File: src/rtl/abw_pkg.sv
// Package for the access bank window remap block
package abw_pkg;
	// ------------------------------------------------------------
	// Widths
	// ------------------------------------------------------------
	localparam int ADDR_W = 12;
	localparam int OPND_W = 8;
	localparam int BANK_W = 4;
	typedef logic [ADDR_W-1:0] abw_addr_t;
	// ------------------------------------------------------------
	// Map constants
	// ------------------------------------------------------------
	localparam logic [OPND_W-1:0] WIN_LAST = 8'h5F;
	localparam logic [ADDR_W-1:0] WIN_SPAN_M1 = 12'h05F;
	localparam logic [ADDR_W-1:0] ACC_HIGH_BASE = 12'hF00;
	localparam logic [ADDR_W-1:0] RST_ADDR = 12'h000;
	typedef enum logic [1:0] {ABW_DIRECT, ABW_WINDOW, ABW_BANKED, ABW_INDIRECT} abw_route_e;
endpackage

File: src/rtl/abw_adder.sv
// Window address adder
`timescale 1ns/100ps
module abw_adder (
	input wire logic [abw_pkg::ADDR_W-1:0] base_i,
	input wire logic [6:0] offset_i,
	output logic [abw_pkg::ADDR_W-1:0] sum_o
);
	import abw_pkg::*;
	// Wraps at the top of data memory, as the pointer itself does
	always_comb begin
		sum_o = base_i + {5'h00, offset_i};
	end
endmodule

File: src/rtl/abw_remap.sv
// Access bank address remap for indexed literal offset mode
// Operation
// - In indexed mode, access operand 00h-5Fh is redirected into a movable window.
// - Window spans window base pointer up to base plus 95.
// - Access operands above 5Fh keep direct addressing and normal access map.
// - Only indexed literal offset operations see the window redirection.
// - Access select bit 1 uses bank select register, never redirected.
// - Explicit indirect operands, including the base pointer, use plain indirect.
// - Remapping applies only with the extended instruction set enabled.
`timescale 1ns/100ps
module abw_remap (
	input wire logic clk_i,
	input wire logic rst_i,
	input wire logic valid_i,
	input wire logic ext_set_en_i,
	input wire logic indexed_op_i,
	input wire logic access_sel_i,
	input wire logic indirect_op_i,
	input wire logic [abw_pkg::OPND_W-1:0] operand_i,
	input wire logic [abw_pkg::BANK_W-1:0] bank_select_register_i,
	input wire logic [abw_pkg::ADDR_W-1:0] window_base_pointer_i,
	input wire logic [abw_pkg::ADDR_W-1:0] indirect_addr_i,
	output logic valid_o,
	output logic [abw_pkg::ADDR_W-1:0] addr_o,
	output logic [1:0] route_o
);
	import abw_pkg::*;
	// ------------------------------------------------------------
	// Route decode
	// ------------------------------------------------------------
	logic win_hit;
	abw_route_e route;
	abw_addr_t win_addr;
	abw_addr_t addr_d, addr_q;
	logic valid_d, valid_q;
	logic [1:0] route_d, route_q;

	// ------------------------------------------------------------
	// Decode helpers
	// ------------------------------------------------------------
	// Low access range test, shared by the window decode and the normal map
	function automatic logic low_access(input logic [OPND_W-1:0] opnd);
		low_access = (opnd <= WIN_LAST);
	endfunction

	// Remapping needs both the extended set and an indexed literal offset op
	function automatic logic remap_mode(input logic ext_en, input logic indexed);
		remap_mode = ext_en && indexed;
	endfunction

	abw_adder u_adder (
		.base_i(window_base_pointer_i),
		.offset_i(operand_i[6:0]),
		.sum_o(win_addr)
	);

	// Indirect wins first: an explicit pointer operand never goes through the window
	always_comb begin
		win_hit = remap_mode(ext_set_en_i, indexed_op_i) && low_access(operand_i);
		if (indirect_op_i) begin
			route = ABW_INDIRECT;
		end else if (access_sel_i) begin
			route = ABW_BANKED;
		end else if (win_hit) begin
			route = ABW_WINDOW;
		end else begin
			route = ABW_DIRECT;
		end
	end

	always_comb begin
		unique case (route)
			ABW_INDIRECT: addr_d = indirect_addr_i;
			ABW_BANKED: addr_d = {bank_select_register_i, operand_i};
			ABW_WINDOW: addr_d = win_addr;
			ABW_DIRECT: begin
				// Normal access map: 00h-5Fh in bank 0, 60h-FFh in the top bank
				if (!low_access(operand_i)) begin
					addr_d = ACC_HIGH_BASE | {4'h0, operand_i};
				end else begin
					addr_d = {4'h0, operand_i};
				end
			end
		endcase
		valid_d = valid_i;
		route_d = route;
	end

	// ------------------------------------------------------------
	// Output registers
	// ------------------------------------------------------------
	always_ff @(posedge clk_i) begin
		if (rst_i) begin
			addr_q <= RST_ADDR;
			valid_q <= 1'b0;
			route_q <= ABW_DIRECT;
		end else begin
			addr_q <= addr_d;
			valid_q <= valid_d;
			route_q <= route_d;
		end
	end

	assign addr_o = addr_q;
	assign valid_o = valid_q;
	assign route_o = route_q;
endmodule

File: config.mk
export PLATFORM = sky130hd
export DESIGN_NAME = abw_remap
export DESIGN_NICKNAME = d
export VERILOG_FILES = /design/src/rtl/abw_pkg.sv /design/src/rtl/abw_adder.sv /design/src/rtl/abw_remap.sv
export SDC_FILE = /design/constraint.sdc
export NUM_CORES = 1
export LEC_CHECK = 0
export ABC_CLOCK_PERIOD_IN_PS = 5200
export BUFFER_PORTS_ARGS = -buffer_cell sky130_fd_sc_hd__buf_2
export CORE_MARGIN = 3
export CORE_UTILIZATION = 49
export CTS_CLUSTER_SIZE = 20
export DETAILED_ROUTE_END_ITERATION = 12
export PLACE_DENSITY = 0.85
export SLEW_MARGIN = 10
export SYNTH_ARGS = -nofsm -noshare
export SYNTH_HDL_FRONTEND = slang
export SYNTH_SLANG_ARGS = --single-unit
File: constraint.sdc
create_clock -name clk_i -period 5.2 [get_ports clk_i]
set_input_delay 0.52 -clock clk_i [delete_from_list [all_inputs] [get_ports clk_i]]
set_output_delay 0.52 -clock clk_i [all_outputs]
set_load 0.02 [all_outputs]
==> results of run 1 <==
per-layer routing:
layer | GRT usage [%] | vias to the layer above | routed length, um
met5 | 0 | - | 0
met4 | 8.714 | 0 | 49
met3 | 2.997 | 6 | 243
met2 | 39.24 | 56 | 1608
met1 | 30.56 | 590 | 1305
li1 | - | 636 | -
worst paths after layout:
check        end  cells after the start
max    addr_o[6]                      7
min      valid_o                      2
cells by family after synthesis:
family / Yosys count
AO/OA/AOI/OAI: 54
XOR/XNOR: 3
adder cells (fa/ha/maj): 8
buffers and inverters: 19
flip-flops: 15
multiplexers: 1
AND/OR/NAND/NOR: 39
cell type report:
| type | instances | area [sq um] |
|---|---|---|
| multi-input combinational | 105 | 750.7 |
| timing repair buffer | 57 | 285.3 |
| clock buffer | 3 | 22.52 |
| inverter | 12 | 45.04 |
| tap | 27 | 33.78 |
| fill | 182 | 639.4 |
| sequential | 15 | 300.3 |
| clock inverter | 1 | 5.005 |
power breakdown:
group | internal [mW] | switching (mW) | total, mW
clock | 0.0285 | 0.0395 | 0.0680
sequential | 0.123 | 0.00159 | 0.125
combinational | 0.0429 | 0.0619 | 0.105
total | 0.194 | 0.103 | 0.297
sequential cells by signal, summed over array words and instances (netlist names):
register / cells
valid_o: 1
addr_o: 12
route_o: 2
Yosys cell counts, types with 2 or more instances:
library cell  number
a211oi_1           4
a21o_1             3
a221oi_1           2
a221o_1            3
o211ai_1           7
buf_6              2
nand2_1           11
a21oi_1           14
o21ai_0            5
nand3_1            3
xor2_1             2
a211o_1            3
nor4_1             4
dfxtp_1           15
clkbuf_1           3
nor3_1             3
o21a_1             2
or4_1              2
ha_1               7
nor2_1             6
o2111ai_1          4
inv_1             12
critical path: cells and delay by family:
family | cells | cell delay [ns]
multiplexers | 1 | 0.23
adder cells (fa/ha/maj) | 2 | 0.65
buffers and inverters | 1 | 0.11
AO/OA/AOI/OAI | 3 | 0.71
==> metrics, run 1 <==
status=finished clean; DR vias=1288; initial antenna violation count=0; dpl cells=216; setup ws final=3.151 ns; Post-synth EDFFs=0; Simple-Gate Fraction of Synth Area=19.82%; GPL Wtd Cong=0.8893; synth unique cells=44; DRT antenna net count=0; pre-CTS WS=2.875 ns; top-level I/O count=58; Rows=16; crit-path max FO=3; syn nets=190; Required @ worst endpoint=5.36 ns; HP Class=input pin to flip-flop; gr ovfl total=0; Least-Margin Pin Slew=0.6041 ns; Vias per Instance=5.855; CP cell instances=buf_2 > ha_1 > fa_1 > a211o_1 > a221oi_1 > mux2i_1 > a21oi_1; area delta synth->final=26.29%; post-CTS resize count=0; CP Launch Point=operand_i[0]; crit path DAT=2.21 ns; final setup fails=0; share of cells above drive strength 1=34.20%; TritonCTS buffer count=3; CTS tree=built; Die Footprint=0.002947 sq mm; max-cap viol count=0; DP Area=0.001415 sq mm; Fmax=0.4881 GHz; most common cell after layout, fill and taps aside=buf_2; cts hold-fix bufs=0; # H-tree levels=1; register area share after synthesis=26.29%; Final Critical Period=2.049 ns; Relative slew margins=59.39%; PD cells=206.2 mW/mm^2; commonest non-fill, non-tap cells in the layout=57 x buf_2, 15 x dfxtp_1, 14 x a21oi_1; Clock Sinks=15; Worst VDD drop=0.1524 mV; Tot GR Track Use=23.47%; post-synth top area share=26.29%; critical path endpoint category=flip-flop; top_reg_cell synth=dfxtp_1; Mapped Area=0.001142 sq mm; vias in the first global route=1181; placed wire-length estimate=2566 um; max-slew violation count=0; CP max stage delay=0.43 ns; RSZ-0062 raised after global routing=no; Compound-Gate Fraction of Synth Area=33.30%; Startpoint Class=input pin; Pleak=0.7173 nW; critical path type=input pin to flip-flop; number of synthesized register bits=15; largest net degree at the start of global routing=24; top cells by area, synth=dfxtp_1 26%, ha_1 7.7%, a21oi_1 6.1%; YS warnings=0; Avg Cell Area, Syn=8.218 sq um; total wire length=3208 um; drt drc=0; Clock Tree Root=clkbuf_4; Die H=54.29 um; multiplexer share of the synthesized area=0.8762%; Die X=54.29 um; fin cells=220; CP max-delay cell=fa_1; Post-Layout Inst Area=0.001443 sq mm; worst hold start=valid_i; leading area contributor after synthesis=dfxtp_1; number of I/O port buffers=57; drt wl/cell=14.58 um; main combinational cell family by area after synthesis=compound AO/OA/AOI/OAI gates; final core utilization=69.29%; nets=245; Initial Util=54.87%; DRT Pass-1 Iters=4; Final Power=0.2974 mW; Async S/R FF share, synth=0%; maximum clock insertion buffer count=2; adder-cell area share of the yosys netlist=9.419%; final worst-path cycle share=39.40%; core footprint=0.002082 sq mm; ant diodes=0; Iter 0 DRT Violations=34; setup_tns=0 ns; first-pass GRT wire length=5064 um; Reg clk slew, reported paths=0.09 ns; Post-CTS Setup Repair Bufs=0; Mapped Cells=139; Hold WS=0.4455 ns; XOR/XNOR share of the synthesized area=2.300%; final hold vios=0
Note: power is estimated with default switching activity, not from simulation.
==> inputs of run 2 (changes only) <==
- ABC_CLOCK_PERIOD_IN_PS: 5200 -> 1700
- CORE_UTILIZATION: 49 -> 41
- PLACE_DENSITY: 0.85 -> 0.76
- clock period: 5.2 -> 1.7 ns (I/O delays scaled with it)
==> run 2 against run 1 <==
Total power grew to 3.2 times the previous value. Routed wire length grew 9.3%. Cell area grew 7.1%. Combinational power grew to 3.4 times the previous value. Worst setup slack lost 3.0 ns. Critical path depth is the same. Die area grew 17%. Flip-flop and latch count is the same. First-iteration DRC count grew 130%. Clock power grew to 3.2 times the previous value. Critical endpoint unchanged.
==> metrics, run 2 (same netlist as run 1, synthesis figures left out) <==
Pleak=0.7767 nW (+8.3%); Startpoint Class=input pin; nets=257 (+4.9%); Die Footprint=0.003456 sq mm (+17%); ant diodes=0 (unchanged); Hold Path End=valid_o; Relative slew margins=65.21% (+5.8 points); Final Critical Period=1.554 ns; max reg flops=12 (unchanged); Required @ worst endpoint=1.88 ns (-3.48 ns); Hold WS=0.08431 ns (-0.3612 ns); drt drc=0 (unchanged); maximum clock insertion buffer count=2 (unchanged); commonest non-fill, non-tap cells in the layout=57 x buf_2, 15 x dfxtp_1, 14 x a21oi_1; setup ws final=0.1455 ns (-3.006 ns); Die H=58.79 um (+8.3%); share of cells above drive strength 1=39.02% (+4.8 points); DRT antenna net count=0 (unchanged); Clock Tree Root=clkbuf_4; Rows=18 (+2); Iter 0 DRT Violations=79 (+130%); most common cell after layout, fill and taps aside=buf_2; worst hold start=valid_i; Initial Util=44.49% (-10 points); DR vias=1347 (+4.6%); Tot GR Track Use=21.13% (-2.3 points); count of cells along the worst hold path=2 (unchanged); total wire length=3505 um (+9.3%); Post-CTS Setup Repair Bufs=0 (unchanged); cts hold-fix bufs=0 (unchanged); crit path DAT=1.73 ns (-0.48 ns); vias in the first global route=1269 (+7.5%); top-level I/O count=58 (unchanged); Fmax=0.6433 GHz; Least-Margin Pin Slew=0.5164 ns (-0.08774 ns); critical path type=input pin to flip-flop; DP Area=0.001518 sq mm (+7.3%); final hold vios=0 (unchanged); placed wire-length estimate=2807 um (+9.4%); area delta synth->final=35.27%; GPL Wtd Cong=0.8403 (-5.5%); max-slew violation count=0 (unchanged); largest net degree at the start of global routing=23 (-4.2%); PD cells=615.7 mW/mm^2 (+200%); Post-Layout Inst Area=0.001545 sq mm (+7.1%); RSZ-0062 raised after global routing=no; Final Power=0.9514 mW (+220%); critical path endpoint category=flip-flop; Reg clk slew, reported paths=0.10 ns (about the same); final core utilization=60.19% (-9.1 points); post-CTS resize count=0 (unchanged); number of I/O port buffers=57 (unchanged); Vias per Instance=5.732 (-2.1%); fillers=252 (+38%); drt wl/cell=14.91 um (+2.3%); Die X=58.79 um (+8.3%); DRT Pass-1 Iters=4 (unchanged); final worst-path cycle share=91.44%; first-pass GRT wire length=5713 um (+13%); crit-path max FO=2 (-1); pre-CTS WS=-0.1505 ns (-3.026 ns); gr ovfl total=0 (unchanged); initial antenna violation count=0 (unchanged); max-cap viol count=0 (unchanged); CTS tree=built; HP Class=input pin to flip-flop; Worst VDD drop=0.3695 mV (+140%); final setup fails=0 (unchanged); Clock Sinks=15 (unchanged); # H-tree levels=1 (unchanged); core footprint=0.002567 sq mm (+23%); TritonCTS buffer count=3 (unchanged); status=finished clean
run 2: changes by cell type in the layout (fill, tap and decap cells not counted):
cell	delta
fa_2	+1
a221oi_1	-1
buf_4	+12
a221oi_2	+1
fa_1	-1
run 2: cell type report:
cell class	count	area, sq um	share of cell area, %
Clock buffer	3	22.52	1.457
Multi-Input combinational cell	105	759.5	49.15
Sequential cell	15	300.3	19.43
Timing Repair Buffer	69	375.4	24.29
Clock inverter	1	5.005	0.3239
Tap cell	30	37.54	2.429
Inverter	12	45.04	2.915
run 2: where the power goes:
| part | internal (mW) | switching [mW] | leakage [nW] | total [mW] |
|---|---|---|---|---|
| logic | 0.155 | 0.200 | 0.634 | 0.355 |
| clock network | 0.0874 | 0.127 | 0.0177 | 0.215 |
| registers | 0.376 | 0.00507 | 0.125 | 0.382 |
| total | 0.619 | 0.333 | 0.777 | 0.951 |
run 2: how the worst max path moves through the flow:
stage                 start         to  slack, ns  cells past startpoint
3_3_place_gp   operand_i[0]  addr_o[6]       -0.1                      7
5_1_grt        operand_i[0]  addr_o[6]       0.05                      7
2_1_floorplan  operand_i[0]  addr_o[6]       0.03                      6
4_1_cts        operand_i[0]  addr_o[6]       0.16                      7
3_5_place_dp   operand_i[0]  addr_o[6]      -0.15                      7
6_report       operand_i[0]  addr_o[6]       0.15                      7
run 2: routing by layer:
| metal | track usage [%] | wire length [um] |
|---|---|---|
| met4 | 5.178 | 21 |
| met1 | 28.15 | 1422 |
| met5 | 0 | 0 |
| met3 | 3.289 | 269 |
| met2 | 35.49 | 1791 |
run 2: worst max-delay path, cell delays in order:
cell and delay, ns:
buf_2 0.10, ha_1 0.22, fa_2 0.35, a211o_1 0.32, a221oi_2 0.25, mux2i_1 0.23, a21oi_1 0.08
run 2: through the flow:
stage	std cells	setup TNS (ns)
after floorplan	139	0
after global placement	231	-0.3878
after detailed placement	231	-0.5679
after CTS	235	0
after global routing	235	0
final	235	0
==> inputs of run 3 (changes only) <==
- SYNTH_HIERARCHICAL: default -> 1
==> run 3 against run 2 <==
The flow now finishes with violations (negative setup slack). Worst setup slack worse by 0.29 ns. Total power grew 6.9%. Via count is 6.2% lower. Combinational power is 21% higher. Synthesized cell count decreased by 9.4%. Cell count fell by 1.3%. Count of clock-buffer cells in the layout unchanged. Flip-flop and latch count unchanged. First-iteration DRC count decreased by 68%. Non-clock buffer count grew 10. Cell area is 8.7% higher. Highest routed layer unchanged. Routed wire length decreased by 0.31%.
==> metrics, run 3 <==
register area share after synthesis=26.58% (+0.29 points); drt drc=0 (unchanged); Final Power=1.017 mW (+6.9%); Relative slew margins=66.02% (+0.82 points); Iter 0 DRT Violations=25 (-68%); Synth top cells by count=15 x dfxtp_1, 14 x inv_1, 9 x a21oi_1, 9 x a221oi_2, 8 x o21ai_0; commonest non-fill, non-tap cells in the layout=55 x buf_2, 22 x buf_4, 15 x dfxtp_1; Gate power share=42.0% (+4.7 points); synth unique cells=33 (-25%); # H-tree levels=1 (unchanged); share of cells above drive strength 1=50.50% (+11 points); Pint=0.6658 mW (+7.6%); core footprint=0.002545 sq mm (-0.88%); Required @ worst endpoint=1.90 ns (+0.02 ns); top-count cell post-synth=dfxtp_1; crit-path max FO=4 (+2); total wire length=3494 um (-0.31%); max-slew violation count=0 (unchanged); Fmax=0.5416 GHz (-16%); post-synth top area share=26.58% (+0.29 points); final hold vios=0 (unchanged); area delta synth->final=48.62%; Rows=18 (unchanged); max-cap viol count=0 (unchanged); CP max stage delay=0.39 ns (+0.04 ns); Post-synth EDFFs=0 (unchanged); Async S/R FF share, synth=0% (unchanged); GPL Wtd Cong=0.8908 (+6.0%); Die H=58.50 um (-0.49%); critical path endpoint category=flip-flop; top_reg_cell synth=dfxtp_1; syn nets=177 (-6.8%); Top Layer Used=met4; WL met1=1322 um (-7.0%); met3 wire len=230 um (-14%); met2 WL post-DR=1873 um (+4.6%); Startpoint Class=input pin; HP Class=input pin to flip-flop; leading area contributor after synthesis=dfxtp_1; final setup fails=3 (+3); setup ws final=-0.1464 ns (-0.2919 ns); Avg Cell Area, Syn=8.967 sq um (+9.1%); Post-Layout Inst Area=0.001679 sq mm (+8.7%); Reg clk slew, reported paths=0.09 ns (about the same); sequential power share=37.5% (-2.6 points); max reg flops=12 (unchanged); Vias per Instance=5.448 (-4.9%); switching power=0.3515 mW (+5.6%); maximum clock insertion buffer count=2 (unchanged); Clock Sinks=15 (unchanged); initial antenna violation count=0 (unchanged); Final Critical Period=1.846 ns (+0.2919 ns); Die X=58.50 um (-0.49%); cts hold-fix bufs=0 (unchanged); switching portion of total power=34.55% (-0.42 points); ant diodes=0 (unchanged); first-pass GRT wire length=5361 um (-6.2%); DRT antenna net count=0 (unchanged); Least-Margin Pin Slew=0.5096 ns (-0.006770 ns); CP max-delay cell=a221oi_4; Tot GR Track Use=19.92% (-1.2 points); YS warnings=6 (+6); Mapped Cells=126 (-9.4%); CP cell instances=buf_8 > ha_4 > fa_2 > a21o_1 > a221oi_4 > a2111oi_2 > o21ba_1 > nand3_2 > a221oi_2; setup_tns=-0.3325 ns (-0.3325 ns); drt wl/cell=15.06 um (+0.98%); critical path type=input pin to flip-flop; most common cell after layout, fill and taps aside=buf_2; Clock Tree Root=clkbuf_4; DRT Pass-1 Iters=6 (+2); final worst-path cycle share=108.6% (+17 points); Worst VDD drop=0.5274 mV (+43%); top cells by area, synth=dfxtp_1 27%, a221oi_2 12%, ha_1 7.8%; RSZ-0062 raised after global routing=yes; largest net degree at the start of global routing=27 (+17%); DP Area=0.001578 sq mm (+4.0%); PD cells=605.9 mW/mm^2 (-1.6%); Pleak=0.8279 nW (+6.6%); DR vias=1264 (-6.2%); Clk pwr share=20.4% (-2.2 points); number of I/O port buffers=57 (unchanged); Die Footprint=0.003422 sq mm (-0.98%); TritonCTS buffer count=3 (unchanged); top-level I/O count=58 (unchanged); gr ovfl total=0 (unchanged); Mapped Area=0.001130 sq mm (-1.1%); placed wire-length estimate=2677 um (-4.6%); nets=254 (-1.2%); violated checks=negative setup slack; status=complete, but fails checks; Initial Util=44.40% (-0.098 points); CTS tree=built; vias in the first global route=1253 (-1.3%); number of synthesized register bits=15 (unchanged); crit path DAT=2.05 ns (+0.32 ns)
run 3: changes by cell type after synthesis, sizes merged, moves of 3 or more:
cell,delta
a221oi,+10
nand2,-7
a31oi,+6
a21oi,-5
nor4,-5
o211ai,-5
xnor2,+5
o2111ai,-4
or2b,+4
a221o,-3
o21ai,+3
or4,-3
run 3: worst paths after layout:
| check | endpoint | startpoint | depth (start not counted) |
|---|---|---|---|
| setup / recovery | addr_o[10] | operand_i[0] | 9 |
| hold / removal | valid_o | valid_i | 2 |
run 3: area by class of cell:
type | count | area [sq um]
fillers | 230 | 865.8
clock buffers | 3 | 22.52
flip-flops and latches | 15 | 300.3
repair buffers | 79 | 466.7
multi-input cells | 90 | 794.5
inverters | 14 | 52.55
well taps | 30 | 37.54
clock inverters | 1 | 5.005
run 3: stage by stage:
step | setup slack [ns] | hold slack, ns | util [%] | std cells
global route | -0.1990 | 0.1047 | 65.98 | 232
detailed placement | -0.4455 | 0.3884 | 62.00 | 225
floorplan | -0.1579 | 0.2362 | - | 126
global placement | -0.3616 | 0.3769 | 62.00 | 225
CTS | -0.1092 | 0.09239 | 64.80 | 231
finish | -0.1464 | 0.09329 | 65.98 | 232
run 3: layer usage:
layer / vias to the layer above / GRT usage [%]
met5: - / 0
met4: 0 / 11.92
met3: 8 / 1.096
met2: 53 / 35.09
met1: 582 / 23.59
li1: 621 / -
run 3: kinds of logic after synthesis:
logic type               Yosys count  share of synthesized area, %
buffers and inverters             21                         8.969
XOR/XNOR                           9                         6.977
flip-flops                        15                         26.58
adder cells (fa/ha/maj)            8                         9.524
AO/OA/AOI/OAI                     49                         36.21
AND/OR/NAND/NOR                   24                         11.74
run 3: power groups by stage:
stage | sequential [mW] | combinational, mW | clock, mW
after detailed placement | 0.391 | 0.396 | 0
after CTS | 0.382 | 0.412 | 0.210
after floorplan | 0.424 | 0.200 | 0
after global routing | 0.384 | 0.461 | 0.221
final | 0.382 | 0.428 | 0.208
after global placement | 0.390 | 0.383 | 0
run 3: timing repair:
action                     in CTS  in global routing
setup endpoints to repair       3                  5
resized for setup               6                  3
setup buffers                   2                  1
pin swaps                       8                 12
hold endpoints to repair        0                  0
run 3: worst max-delay path, delay by kind of cell:
family                     cells  cell delay, ns
AOI/OAI and AO/OA              5            1.21
adders and majority gates      2            0.50
buffers and inverters          1            0.10
and+or+nand+nor                1            0.06
